===== config.mk =====
export PLATFORM = sky130hd
export DESIGN_NAME = ccl_comparator_ctrl
export DESIGN_NICKNAME = d
export VERILOG_FILES = /design/src/ccl_pkg.sv /design/src/ccl_comparator_ctrl.sv
export SDC_FILE = /design/constraint.sdc
export NUM_CORES = 1
export LEC_CHECK = 0
export CORE_UTILIZATION = 45
export DETAILED_ROUTE_END_ITERATION = 12
export DONT_BUFFER_PORTS = 1
export HOLD_SLACK_MARGIN = 0.1
export PLACE_DENSITY = 0.63
export SYNTH_ARGS = -nofsm -noshare
export SYNTH_HDL_FRONTEND = slang
export SYNTH_SLANG_ARGS = --single-unit

===== constraint.sdc =====
create_clock -name sys_clk_in -period 1.5 [get_ports sys_clk_in]
set_input_delay 0.3 -clock sys_clk_in [delete_from_list [all_inputs] [get_ports sys_clk_in]]
set_output_delay 0.3 -clock sys_clk_in [all_outputs]
set_load 0.01 [all_outputs]

===== src/ccl_pkg.sv =====
package ccl_pkg;
  // ******************************************
  // Register indices, byte address = 4 * index
  // ******************************************
  localparam logic [7:0] IDX_DIG_DIS = 8'h0d;
  localparam logic [7:0] IDX_CTRL_B = 8'h13;
  localparam logic [7:0] IDX_CTRL_STAT = 8'h14;
  localparam logic [7:0] IDX_INT_STAT = 8'h20;
  localparam logic [7:0] IDX_INT_MASK = 8'h21;
  localparam int IDX_SHIFT = 2;

  // ******************************************
  // Control/status field positions
  // ******************************************
  localparam int CS_POWER_OFF = 7;
  localparam int CS_BANDGAP = 6;
  localparam int CS_OUT_SYNC = 5;
  localparam int CS_IRQ_FLAG = 4;
  localparam int CS_IRQ_EN = 3;
  localparam int CS_CAPTURE = 2;
  localparam int CS_MODE_HI = 1;
  localparam int CS_MODE_LO = 0;

  localparam int CB_HYST_SEL = 7;
  localparam int CB_HYST_LEV = 6;
  localparam int CB_RSVD_A = 5;
  localparam int CB_ZERO = 4;
  localparam int CB_RSVD_B = 3;
  localparam int CB_MUX_EN = 2;
  localparam int CB_RSVD_C = 1;
  localparam int CB_RSVD_D = 0;

  localparam int IS_EDGE = 0;
  localparam int IS_TOGGLE = 1;
  localparam int INT_BITS = 2;

  localparam logic [7:0] RST_BYTE = 8'h00;
  localparam logic [7:0] CB_WMASK = 8'hef;
  localparam logic [7:0] CS_WMASK = 8'hcf;

  // ******************************************
  // Interrupt mode field and channel limits
  // ******************************************
  localparam logic [1:0] MODE_TOGGLE = 2'h0;
  localparam logic [1:0] MODE_RSVD = 2'h1;
  localparam logic [1:0] MODE_FALL = 2'h2;
  localparam logic [1:0] MODE_RISE = 2'h3;
  localparam logic [3:0] CHAN_MAX = 4'hb;

  localparam int HYST_LOW_MV = 20;
  localparam int HYST_HIGH_MV = 50;
endpackage : ccl_pkg


===== src/ccl_comparator_ctrl.sv =====
// The APB interface to the registers was left to the implementer.
module ccl_comparator_ctrl #(
  parameter int ADDR_W = 8,
  parameter int PIN_W = 8
) (
  input wire logic sys_clk_in,
  input wire logic rst_n_in,
  input wire logic psel_in,
  input wire logic penable_in,
  input wire logic pwrite_in,
  input wire logic [ADDR_W-1:0] paddr_in,
  input wire logic [31:0] pwdata_in,
  input wire logic [3:0] pstrb_in,
  output logic [31:0] prdata_out,
  output logic pready_out,
  output logic pslverr_out,
  input wire logic cmp_raw_in,
  input wire logic global_irq_enable_in,
  input wire logic irq_vector_ack_in,
  input wire logic converter_enable_in,
  input wire logic [3:0] converter_channel_select_in,
  input wire logic [PIN_W-1:0] pin_level_in,
  output logic cmp_irq_req_out,
  output logic capture_trigger_out,
  output logic neg_from_mux_out,
  output logic neg_from_pin_out,
  output logic [3:0] neg_channel_out,
  output logic hyst_enable_out,
  output logic hyst_level_out,
  output logic cmp_power_off_out,
  output logic bandgap_select_out,
  output logic [PIN_W-1:0] dig_buf_disable_out,
  output logic [PIN_W-1:0] pin_readback_out,
  output logic irq_out
);
  import ccl_pkg::*;

  // ******************************************
  // Address decode
  // ******************************************
  function automatic logic [7:0] reg_index(input logic [ADDR_W-1:0] addr);
    reg_index = 8'(addr >> IDX_SHIFT);
  endfunction

  function automatic logic is_mapped(input logic [7:0] idx);
    is_mapped = (idx == IDX_DIG_DIS) || (idx == IDX_CTRL_B) ||
                (idx == IDX_CTRL_STAT) || (idx == IDX_INT_STAT) ||
                (idx == IDX_INT_MASK);
  endfunction

  logic [7:0] acc_idx;
  logic word_aligned;
  logic acc_hit;
  logic wr_fire;
  logic rd_fire;
  logic lane0;

  assign acc_idx = reg_index(paddr_in);
  assign word_aligned = (paddr_in[IDX_SHIFT-1:0] == '0);
  assign acc_hit = word_aligned && is_mapped(acc_idx);
  // One wait state: pready rises in the second access cycle
  assign wr_fire = psel_in && penable_in && pready_out && pwrite_in;
  assign rd_fire = psel_in && penable_in && !pready_out && !pwrite_in;
  assign lane0 = pstrb_in[0];

  // ******************************************
  // Register storage
  // ******************************************
  logic [7:0] dig_dis_ff;
  logic [7:0] ctrl_b_ff;
  logic [7:0] ctrl_s_ff;
  logic irq_flag_ff;
  logic [INT_BITS-1:0] int_stat_ff;
  logic [INT_BITS-1:0] int_mask_ff;

  always_ff @(posedge sys_clk_in or negedge rst_n_in) begin
    if (!rst_n_in) begin
      dig_dis_ff <= RST_BYTE;
    end else if (wr_fire && lane0 && acc_hit && acc_idx == IDX_DIG_DIS) begin
      dig_dis_ff <= pwdata_in[7:0];
    end
  end

  // Reserved bits store what software writes; bit 4 never stores
  always_ff @(posedge sys_clk_in or negedge rst_n_in) begin
    if (!rst_n_in) begin
      ctrl_b_ff <= RST_BYTE;
    end else if (wr_fire && lane0 && acc_hit && acc_idx == IDX_CTRL_B) begin
      ctrl_b_ff <= pwdata_in[7:0] & CB_WMASK;
    end
  end

  // Flag and output bits live elsewhere, masked out here
  always_ff @(posedge sys_clk_in or negedge rst_n_in) begin
    if (!rst_n_in) begin
      ctrl_s_ff <= RST_BYTE;
    end else if (wr_fire && lane0 && acc_hit && acc_idx == IDX_CTRL_STAT) begin
      ctrl_s_ff <= pwdata_in[7:0] & CS_WMASK;
    end
  end

  always_ff @(posedge sys_clk_in or negedge rst_n_in) begin
    if (!rst_n_in) begin
      int_mask_ff <= '0;
    end else if (wr_fire && lane0 && acc_hit && acc_idx == IDX_INT_MASK) begin
      int_mask_ff <= pwdata_in[INT_BITS-1:0];
    end
  end

  // ******************************************
  // Comparator output synchroniser
  // ******************************************
  logic sync1_ff;
  logic sync2_ff;
  logic prev_ff;

  always_ff @(posedge sys_clk_in or negedge rst_n_in) begin
    if (!rst_n_in) begin
      sync1_ff <= 1'b0;
      sync2_ff <= 1'b0;
    end else begin
      sync1_ff <= cmp_raw_in;
      sync2_ff <= sync1_ff;
    end
  end

  always_ff @(posedge sys_clk_in or negedge rst_n_in) begin
    if (!rst_n_in) begin
      prev_ff <= 1'b0;
    end else begin
      prev_ff <= sync2_ff;
    end
  end

  // ******************************************
  // Event detection
  // ******************************************
  logic rise_evt;
  logic fall_evt;
  logic toggle_evt;
  logic mode_evt;
  logic [1:0] irq_mode;

  assign rise_evt = sync2_ff && !prev_ff;
  assign fall_evt = !sync2_ff && prev_ff;
  assign toggle_evt = rise_evt || fall_evt;
  assign irq_mode = {ctrl_s_ff[CS_MODE_HI], ctrl_s_ff[CS_MODE_LO]};

  // Mode changes are not guarded; a spurious event is possible
  always_comb begin
    case (irq_mode)
      MODE_TOGGLE: mode_evt = toggle_evt;
      MODE_RSVD: mode_evt = 1'b0;
      MODE_FALL: mode_evt = fall_evt;
      MODE_RISE: mode_evt = rise_evt;
      default: mode_evt = 1'b0;
    endcase
  end

  // ******************************************
  // Comparator interrupt flag
  // ******************************************
  logic flag_clr;

  assign flag_clr = irq_vector_ack_in ||
                    (wr_fire && lane0 && acc_hit && acc_idx == IDX_CTRL_STAT &&
                     pwdata_in[CS_IRQ_FLAG]);

  // Set wins over a clear in the same cycle
  always_ff @(posedge sys_clk_in or negedge rst_n_in) begin
    if (!rst_n_in) begin
      irq_flag_ff <= 1'b0;
    end else if (mode_evt) begin
      irq_flag_ff <= 1'b1;
    end else if (flag_clr) begin
      irq_flag_ff <= 1'b0;
    end
  end

  // ******************************************
  // Sticky status for the block interrupt line
  // ******************************************
  logic [INT_BITS-1:0] int_evt;
  logic [INT_BITS-1:0] int_clr;

  always_comb begin
    int_evt = '0;
    int_evt[IS_EDGE] = mode_evt;
    int_evt[IS_TOGGLE] = toggle_evt;
    int_clr = '0;
    if (wr_fire && lane0 && acc_hit && acc_idx == IDX_INT_STAT) begin
      int_clr = pwdata_in[INT_BITS-1:0];
    end
  end

  generate
    for (genvar i = 0; i < INT_BITS; i++) begin : g_stat
      always_ff @(posedge sys_clk_in or negedge rst_n_in) begin
        if (!rst_n_in) begin
          int_stat_ff[i] <= 1'b0;
        end else if (int_evt[i]) begin
          int_stat_ff[i] <= 1'b1;
        end else if (int_clr[i]) begin
          int_stat_ff[i] <= 1'b0;
        end
      end
    end
  endgenerate

  always_ff @(posedge sys_clk_in or negedge rst_n_in) begin
    if (!rst_n_in) begin
      irq_out <= 1'b0;
    end else begin
      irq_out <= |(int_stat_ff & int_mask_ff);
    end
  end

  always_ff @(posedge sys_clk_in or negedge rst_n_in) begin
    if (!rst_n_in) begin
      cmp_irq_req_out <= 1'b0;
    end else begin
      cmp_irq_req_out <= irq_flag_ff && ctrl_s_ff[CS_IRQ_EN] &&
                         global_irq_enable_in;
    end
  end

  // ******************************************
  // Capture routing
  // ******************************************
  always_ff @(posedge sys_clk_in or negedge rst_n_in) begin
    if (!rst_n_in) begin
      capture_trigger_out <= 1'b0;
    end else if (ctrl_s_ff[CS_CAPTURE]) begin
      capture_trigger_out <= sync2_ff;
    end else begin
      capture_trigger_out <= 1'b0;
    end
  end

  // ******************************************
  // Negative input selection
  // ******************************************
  logic use_mux;

  // Codes above eleven fall back to the dedicated pin
  assign use_mux = ctrl_b_ff[CB_MUX_EN] && !converter_enable_in &&
                   (converter_channel_select_in <= CHAN_MAX);

  always_ff @(posedge sys_clk_in or negedge rst_n_in) begin
    if (!rst_n_in) begin
      neg_from_mux_out <= 1'b0;
      neg_from_pin_out <= 1'b1;
      neg_channel_out <= 4'h0;
    end else begin
      neg_from_mux_out <= use_mux;
      neg_from_pin_out <= !use_mux;
      neg_channel_out <= use_mux ? converter_channel_select_in : 4'h0;
    end
  end

  // ******************************************
  // Analog settings
  // ******************************************
  always_ff @(posedge sys_clk_in or negedge rst_n_in) begin
    if (!rst_n_in) begin
      hyst_enable_out <= 1'b0;
      hyst_level_out <= 1'b0;
      cmp_power_off_out <= 1'b0;
      bandgap_select_out <= 1'b0;
    end else begin
      hyst_enable_out <= ctrl_b_ff[CB_HYST_SEL];
      // Level only meaningful with hysteresis on: 0=20mV, 1=50mV
      hyst_level_out <= ctrl_b_ff[CB_HYST_SEL] && ctrl_b_ff[CB_HYST_LEV];
      cmp_power_off_out <= ctrl_s_ff[CS_POWER_OFF];
      bandgap_select_out <= ctrl_s_ff[CS_BANDGAP];
    end
  end

  // ******************************************
  // Digital input buffers and pin readback
  // ******************************************
  generate
    for (genvar p = 0; p < PIN_W; p++) begin : g_pin
      always_ff @(posedge sys_clk_in or negedge rst_n_in) begin
        if (!rst_n_in) begin
          dig_buf_disable_out[p] <= 1'b0;
          pin_readback_out[p] <= 1'b0;
        end else begin
          dig_buf_disable_out[p] <= dig_dis_ff[p];
          pin_readback_out[p] <= pin_level_in[p] && !dig_dis_ff[p];
        end
      end
    end
  endgenerate

  // ******************************************
  // APB read path and response
  // ******************************************
  logic [7:0] rd_byte;

  always_comb begin
    rd_byte = 8'h00;
    case (acc_idx)
      IDX_DIG_DIS: rd_byte = dig_dis_ff;
      IDX_CTRL_B: rd_byte = ctrl_b_ff & CB_WMASK;
      IDX_CTRL_STAT: begin
        rd_byte = ctrl_s_ff;
        rd_byte[CS_OUT_SYNC] = sync2_ff;
        rd_byte[CS_IRQ_FLAG] = irq_flag_ff;
      end
      IDX_INT_STAT: rd_byte[INT_BITS-1:0] = int_stat_ff;
      IDX_INT_MASK: rd_byte[INT_BITS-1:0] = int_mask_ff;
      default: rd_byte = 8'h00;
    endcase
    if (!word_aligned) begin
      rd_byte = 8'h00;
    end
  end

  always_ff @(posedge sys_clk_in or negedge rst_n_in) begin
    if (!rst_n_in) begin
      pready_out <= 1'b0;
    end else begin
      pready_out <= psel_in && penable_in && !pready_out;
    end
  end

  always_ff @(posedge sys_clk_in or negedge rst_n_in) begin
    if (!rst_n_in) begin
      pslverr_out <= 1'b0;
    end else begin
      pslverr_out <= psel_in && penable_in && !pready_out && !acc_hit;
    end
  end

  always_ff @(posedge sys_clk_in or negedge rst_n_in) begin
    if (!rst_n_in) begin
      prdata_out <= 32'h0000_0000;
    end else if (rd_fire) begin
      prdata_out <= {24'h00_0000, rd_byte};
    end else if (!(psel_in && penable_in)) begin
      prdata_out <= 32'h0000_0000;
    end
  end
endmodule // ccl_comparator_ctrl


After elaboration in Yosys (flattened, before gate mapping)

Cells that the tools add are included.

Input port bits: 65
Logic and storage cells: 122
Flip-flop bits (word level): 92
Output and inout port bits: 63

Bitwise logic cells: 1
Equal/unequal tests: 9
Multiplexer cells: 15
Reductions and logical operators: 57
Order comparisons: 1

Operators with widths:

| operator                                                        | number |
|---|---|
| 32-bit two-way mux                                              | 2 |
| 1-bit logical AND                                               | 30 |
| 6-bit one-hot mux with 3 select lines                           | 1 |
| 1-bit logical NOT                                               | 15 |
| 6-bit by 5-bit == test with 1-bit output, second input constant | 2 |
| 6-bit == test, second input constant                            | 2 |
| 2-bit one-hot mux with 5 select lines                           | 1 |
| 8-bit two-way mux                                               | 1 |
| 1-bit two-way mux                                               | 7 |
| 6-bit by 4-bit == test with 1-bit output, second input constant | 1 |
| 1-bit logical OR                                                | 6 |
| 2-bit nonzero test                                              | 3 |
| 2-bit == test, second input constant                            | 2 |
| 4-bit <= comparator, second input constant                      | 1 |
| 2-bit logical NOT                                               | 2 |
| 4-bit two-way mux                                               | 1 |
| 1-bit one-hot mux with 4 select lines                           | 1 |
| 2-bit AND                                                       | 1 |
| 2-bit by 1-bit == test with 1-bit output, second input constant | 1 |
| 2-bit two-way mux                                               | 1 |
| 2-bit inequality test, second input constant                    | 1 |
| 2-bit OR reduction                                              | 1 |

Logic depth before layout (Yosys ltp)

Gate-level depths: netlist of run 1.

Word-level depth: 12
Gate-level depth with buffers: 6
Gate-level depth less buffers: 5

Worst setup path before layout of run 1

Ideal clock, no wire load.

Kind: flip-flop to flip-flop
Start point: register pready_out
End point: register ctrl_b_ff[0]
Library setup time: 0.125 ns
Required time: 1.375 ns
Slack: -0.169 ns
Period minus slack after synthesis: 1.669 ns
Cell stages (with the launch flop): 6
Path buffers: 1
Arrival time: 1.544 ns
Cell sequence: dfrtp_1 -> nand3_2 -> or4_4 -> buf_6 -> nor2_8 -> mux2_4

Word-level cells in the longest chain between the ends: 5

RTL lines:

| what                           | RTL line                   | source |
|---|---|---|
| from (decl)                    | ccl_comparator_ctrl.sv:15  | `output logic pready_out,` |
| from (signal assigned)         | ccl_comparator_ctrl.sv:324 | `pready_out <= psel_in && penable_in && !pready_out;` |
| 1-bit logical AND (2 in a row) | ccl_comparator_ctrl.sv:62  | `assign wr_fire = psel_in && penable_in && pready_out && pwrite_in;` |
| 1-bit logical AND (3 in a row) | ccl_comparator_ctrl.sv:88  | `end else if (wr_fire && lane0 && acc_hit && acc_idx == IDX_CTRL_B) begin` |
| to (signal assigned)           | ccl_comparator_ctrl.sv:89  | `ctrl_b_ff <= pwdata_in[7:0] & CB_WMASK;` |
| to (decl)                      | ccl_comparator_ctrl.sv:70  | `logic [7:0] ctrl_b_ff;` |

No other way between the ends.
A chain may end at the register's enable or synchronous reset.

Worst setup path after layout of run 1

Same ends and word-level chain as after synthesis.

==> impl_results.md, run 1 <==
- Top-area cell type share of the netlist area: 57.41%
- Post-route ant nets: 0
- Ys flop type: dfrtp_1
- Leakage power figure: 1.677 nW
- Post-detail-place hpwl: between 3 and 4 mm
- Period utilization: 105.0%
- Setup Total Neg Slack: -0.5738 ns
- Dominant cells by area after synthesis: dfrtp_1, buf_4, mux2_4
- Routed vias/inst: 5.135
- Unrepaired setup endpoints after global routing: yes
- Final Util: 57.31%
- Most common cell in the synthesized netlist: dfrtp_1
- Final Hold Slack: -0.3415 ns
- Cells after Synth: around 230
- Seq/Total Area, Yosys: 58.31%
- Vias in the first global route: 1686
- Status: complete, but fails checks
- Layout cell share with drive strength beyond 1: 23.53%
- Die X: 82.56 um
- Peak Freq: approximately 630 MHz
- Clock sink total: 68
- Htree depth: 3
- Pin count of the biggest net entering global routing: 69
- DRT Pass-1 Iters: 6
- Core footprint: roughly 6100 um^2
- TritonCTS clock tree: built
- Starting density of the core: a little under half
- Final nets: 334
- Final Max Slew Viols: 0
- Hold Fails Final Rpt: 68
- Yosys cell types: 47
- Floorplan row count: 28
- Yosys warnings: 0
- Worst Path Max Fanout: 7
- Leading area contributor after synthesis: dfrtp_1
- RePlAce Congestion: between 0.8 and 0.9
- Placed cell areas: 2962 um^2
- Number of synthesized flops with an enable pin: 0
- Worst Path Arrival: 1.79 ns
- Crit path time final: 1.575 ns
- CP endpoint kind: flip-flop
- Initial antenna violation count: 0
- Final wirelength: 5.526 mm
- Wirelength per Cell: 15.93 um
- P&R area growth vs syn: 19.62%
- Routed via count: around 1800
- Synthesized cell area: 2920 um^2
- Cells along the critical path: nand3_2 -> or4_4 -> nor2_8 -> mux2_4
- Grt total ovfl: 0
- Highest-delay cell along the critical path: or4_4
- Residual DRC count: 0
- Failing checks: hold timing, setup timing
- Total GRT Usage: roughly 18%
- Ys async rst share: 100.0%
- Max Root-Sink Buffers: 2
- Antenna cells: 0
- Die ar.: 6815 um^2
- Die Ht: 82.56 um
- Worst-skew pair later-pin latency: 0.33 ns
- Port Buf Inserts: 0
- Slew @ Worst Pin: 0.5824 ns
- Type of origin of the critical path: flip-flop
- Final Skew: 0.005001 ns
- Final setup fails: 12
- WS Path Type: flip-flop to flip-flop
- Seq cells post-synth: 68
- Average size of a mapped cell: 12.98 um^2
- Power Density: roughly 1000 nW/um^2
- Top cells by count, synth: dfrtp_1, buf_4, mux2_4, mux2_2, nand2_1
- Clock-pin slew on the worst setup and hold paths: 0.07 ns
- Design Area, Final: 3493 um^2
- CP peak stage delay: 0.48 ns
- Root buffer cell: clkbuf_8
- CP required: approximately 1.7 ns
- Min-Delay Path Class: input pin to asynchronous set/reset pin
- Iteration-0 DRC Markers: 82
- PnR worst setup slack: -0.07494 ns
- Worst VDD drop: 0.7589 mV
- Total power: 3.635 mW
- MaxCap Viol Count: 0
- Boundary Pins: 128
- First-pass GRT wire length: between 8 and 9 mm
- TritonCTS Buffers: 9
- Slew margin rel.: roughly three fifths
==> power by group <==
part           total (mW)  internal [mW]  switching (mW)  leakage [nW]
Combinational       0.173         0.0892          0.0839         0.678
Sequential           1.89           1.87          0.0267         0.894
Clock                1.57          0.938           0.629         0.105
==> critical path: cells and delay by family, from the launching register on <==
kind,cells,cell delay (ns)
flip-flops,1,0.37
multiplexers,1,0.32
AND/OR/NAND/NOR,3,0.77
==> registers in the layout, indices dropped and copies added, names as in the netlist, 2 cells and up <==
signal	cells
ctrl_b_ff	7
ctrl_s_ff	6
dig_buf_disable_out	8
dig_dis_ff	8
int_mask_ff	2
int_stat_ff	2
neg_channel_out	4
pin_readback_out	8
prdata_out	8
==> final timing paths <==
check                        startpoint                  end  slack, ns  depth (start not counted)
max                          pready_out         ctrl_b_ff[0]      -0.07                          4
min                            rst_n_in  pin_readback_out[2]      -0.34                          0
max reg2reg                  pready_out         ctrl_b_ff[0]      -0.07                          4
min reg2reg                    sync1_ff             sync2_ff       0.35                          0
max in group asynchronous      rst_n_in     neg_from_pin_out       1.66                          0
min in group sys_clk_in    pwdata_in[1]         ctrl_b_ff[1]       0.12                          1
==> cells by family (layout without fill, tap and decap cells) <==
kind of cell,count (synthesis),count (layout),share of synthesized area (%)
and+or+nand+nor,62,62,13.67
muxes,23,23,10.41
adders and majority gates,2,2,0.8568
AOI/OAI and AO/OA,31,31,7.499
DFF,68,68,58.31
buffers and inverters,38,62,9.126
other,1,24,0.1284
==> through the flow <==
step | setup WS (ns) | instances | hold slack [ns]
finish | -0.07494 | 347 | -0.3415
global route | -0.1385 | 347 | -0.3760
CTS | -0.07858 | 338 | -0.3571
detailed placement | -0.07106 | 303 | 0.005932
global placement | -0.06872 | 303 | 0.005713
floorplan | -0.1169 | 248 | 0.004409
==> cells in the final DEF, fill, tap and decap left out, types with 2 or more instances in the layout <==
master         synthesis  layout
a222oi_1               5       5
a22o_1                 3       3
and2_1                 8       8
and3_2                 2       2
buf_4                 24      11
bufinv_16              0       2
clkbuf_1               1       3
clkbuf_8               0       9
conb_1                 1      24
dfrtp_1               67      66
dlygate4sd3_1          0      26
ha_1                   2       2
inv_1                  8       8
mux2_2                10      10
mux2_4                12      12
nand2_1               10      10
nand3_1                7       7
nand4_1                2       2
nor2_1                 4       4
nor2b_1                8       8
nor3_1                 3       3
nor3b_1                2       2
o2111ai_1              2       2
o21ai_0                7       4
o21ai_1                6       9
or3_1                  2       2
==> per-layer routing <==
metal | GRT usage [%] | vias to the layer above | wire length [um]
met3 | 5.604 | 5 | 298
li1 | - | 832 | -
met4 | 5.172 | 0 | 61
met5 | 0 | - | 0
met1 | 21.35 | 880 | 2344
met2 | 29.59 | 65 | 2821
==> area by class of cell <==
class | count | area, um^2
timing repair buffer | 38 | 362.8
clock inverter | 4 | 73.82
sequential | 68 | 1704
clock buffer | 12 | 135.1
inverter | 8 | 30.03
tap | 75 | 93.84
fill | 508 | 2603
multi-input combinational | 142 | 1094
==> what timing repair did <==
item	CTS	global route
endpoints found under the setup margin	8	27
hold buffers	18	8
pin swaps	1	2
hold endpoints to repair	87	80
setup buffers	1	1
gates cloned	0	0
gates resized for setup	2	7
Note: power is estimated with default switching activity, not from simulation.
==> run 2: changes to the inputs <==
HOLD_SLACK_MARGIN = 0.03   (was 0.1)
TNS_END_PERCENT = 30   (was unset)
==> impl_results.md, run 2 (synthesis results as in run 1) <==
- RR Endpoint: ctrl_b_ff[6] (was ctrl_b_ff[0])
- TritonCTS Buffers: 9 (unchanged)
- Register area: 1704 um^2 (unchanged)
- Vias in the first global route: 1619 (was 1686)
- Setup Total Neg Slack: -0.3354 ns (was -0.5738 ns)
- Critical Path Start: pready_out (unchanged)
- RePlAce Congestion: 0.7772 (was 0.8119)
- Register share of total power: 54.5% (was 52.1%)
- Post-detail-place hpwl: 3.797 mm (was 3.765 mm)
- Worst VDD drop: 0.7391 mV (was 0.7589 mV)
- Total GRT Usage: 16.79% (was 17.50%)
- WS Path Type: flip-flop to flip-flop (unchanged)
- Status: complete, but fails checks (unchanged)
- Failing checks: hold timing, setup timing (unchanged)
- Post-route ant nets: 0 (unchanged)
- DRT Pass-1 Iters: 5 (was 6)
- Antenna cells: 0 (unchanged)
- TritonCTS clock tree: built (unchanged)
- Pin count of the biggest net entering global routing: 69 (unchanged)
- Floorplan row count: 28 (unchanged)
- Critical Path Sink: ctrl_b_ff[6] (was ctrl_b_ff[0])
- Most frequent cells in the layout: dfrtp_1, conb_1, mux2_4, buf_4 (was dfrtp_1, dlygate4sd3_1, conb_1)
- Boundary Pins: 128 (unchanged)
- P&R area growth vs syn: 9.726% (was 19.62%)
- Port Buf Inserts: 0 (unchanged)
- Htree depth: 3 (unchanged)
- Worst Path Arrival: 1.76 ns (was 1.79 ns)
- CP required: 1.72 ns (was 1.71 ns)
- PnR worst setup slack: -0.04488 ns (was -0.07494 ns)
- Period utilization: 103.0% (was 105.0%)
- Max Root-Sink Buffers: 2 (unchanged)
- First-pass GRT wire length: 8.266 mm (was 8.618 mm)
- Die Ht: 82.56 um (unchanged)
- Starting density of the core: 47.91% (unchanged)
- Grt total ovfl: 0 (unchanged)
- MaxCap Viol Count: 0 (unchanged)
- Design Area, Final: 3204 um^2 (was 3493 um^2)
- CP endpoint kind: flip-flop (unchanged)
- Reg2reg setup slack: -0.04 ns (was -0.07 ns)
- Routed vias/inst: 5.314 (was 5.135)
- Slew margin rel.: 62.84% (was 60.94%)
- Initial antenna violation count: 0 (unchanged)
- Internal power: 2.679 mW (was 2.895 mW)
- Min-Delay Path Class: input pin to asynchronous set/reset pin (unchanged)
- Hold Fails Final Rpt: 68 (unchanged)
- Iteration-0 DRC Markers: 73 (was 82)
- Final nets: 309 (was 334)
- Clock-pin slew on the worst setup and hold paths: 0.08 ns (was 0.07 ns)
- Routed via count: 1711 (was 1782)
- Worst Path Max Fanout: 7 (unchanged)
- Clock power frac: 42.2% (was 43.1%)
- Area taken by multi-input logic gates: 1085 um^2 (was 1094 um^2)
- R2r startpoint: pready_out (unchanged)
- FILL cells: 537 (was 508)
- Placed cell areas: 2940 um^2 (was 2962 um^2)
- Die X: 82.56 um (unchanged)
- Power Density: 1085 nW/um^2 (was 1041 nW/um^2)
- Wirelength per Cell: 16.75 um (was 15.93 um)
- Peak Freq: 647.3 MHz (was 634.9 MHz)
- Unrepaired setup endpoints after global routing: yes (unchanged)
- Switch share: 22.92% (was 20.35%)
- Final setup fails: 12 (unchanged)
- Final Max Slew Viols: 0 (unchanged)
- Layout cell share with drive strength beyond 1: 26.72% (was 23.53%)
- Final Skew: 0.01177 ns (was 0.005001 ns)
- Sw Pwr: 0.7968 mW (was 0.7397 mW)
- Crit path time final: 1.545 ns (was 1.575 ns)
- Leakage power figure: 1.549 nW (was 1.677 nW)
- Clock sink total: 68 (unchanged)
- Final Hold Slack: -0.3544 ns (was -0.3415 ns)
- Type of origin of the critical path: flip-flop (unchanged)
- Final wirelength: 5.395 mm (was 5.526 mm)
- Post-cts hold buffer count: 1 (was 18)
- Die ar.: 6815 um^2 (unchanged)
- R2R cell count: 4 (unchanged)
- Core footprint: 6096 um^2 (unchanged)
- Slew @ Worst Pin: 0.5554 ns (was 0.5824 ns)
- Most common cell after layout, fill and taps aside: dfrtp_1 (unchanged)
- Residual DRC count: 0 (unchanged)
- Worst-skew pair later-pin latency: 0.34 ns (was 0.33 ns)
- Root buffer cell: clkbuf_8 (unchanged)
- Logic gate share of total power: 3.3% (was 4.8%)
## run 2: worst min-delay path by stage
stage	end	slack [ns]	cells after the start
3_3_place_gp	pin_readback_out[3]	0.006	0
3_5_place_dp	pin_readback_out[3]	0.006	0
6_report	pin_readback_out[3]	-0.35	0
4_1_cts	pin_readback_out[3]	-0.36	0
2_1_floorplan	bandgap_select_out	0.004	0
5_1_grt	pin_readback_out[3]	-0.38	0
## run 2: metrics by stage
step                      power (mW)  util (%)  instances  setup slack [ns]  hold WS, ns
after floorplan                2.060         -        248           -0.1169     0.004409
after global placement         2.035     48.23        303          -0.04932     0.005697
after detailed placement       2.038     48.23        303          -0.08778     0.005705
after CTS                      3.509     51.91        321          -0.06190      -0.3631
after global routing           3.599     52.57        322           -0.1006      -0.3761
final                          3.476     52.57        322          -0.04488      -0.3544
## run 2: routing by layer
layer	GRT usage [%]	vias to the layer above	wire length, um
li1	-	782	-
met1	21.30	852	2285
met2	27.11	68	2665
met3	3.956	9	355
met4	7.759	0	89
met5	0	-	0
## run 2: timing repair
item | 4_1_cts | 5_1_grt
endpoints found under the setup margin | 8 | 24
setup buffers | 1 | 1
gates resized for setup | 2 | 6
hold endpoints to repair | 69 | 68
pin swaps | 0 | 1
## run 2: critical path: stages (launching register included)
cell     delay, ns
dfrtp_2       0.37
nand3_2       0.06
or4_4         0.46
nor2_8        0.21
mux2_4        0.32
## run 2: layout make-up
class	instances	area share (%)
repair buffers	13	3.124
multi-input cells	142	33.85
well taps	75	2.929
clock buffers	10	3.983
flip-flops and latches	68	53.18
clock inverters	6	1.991
inverters	8	0.9371
## run 2: power by group through the flow
stage	Clock, mW	Combinational, mW	Sequential [mW]
6_report	1.47	0.115	1.89
5_1_grt	1.57	0.130	1.90
4_1_cts	1.50	0.112	1.89
3_5_place_dp	0	0.108	1.93
3_3_place_gp	0	0.106	1.93
2_1_floorplan	0	0.133	1.93
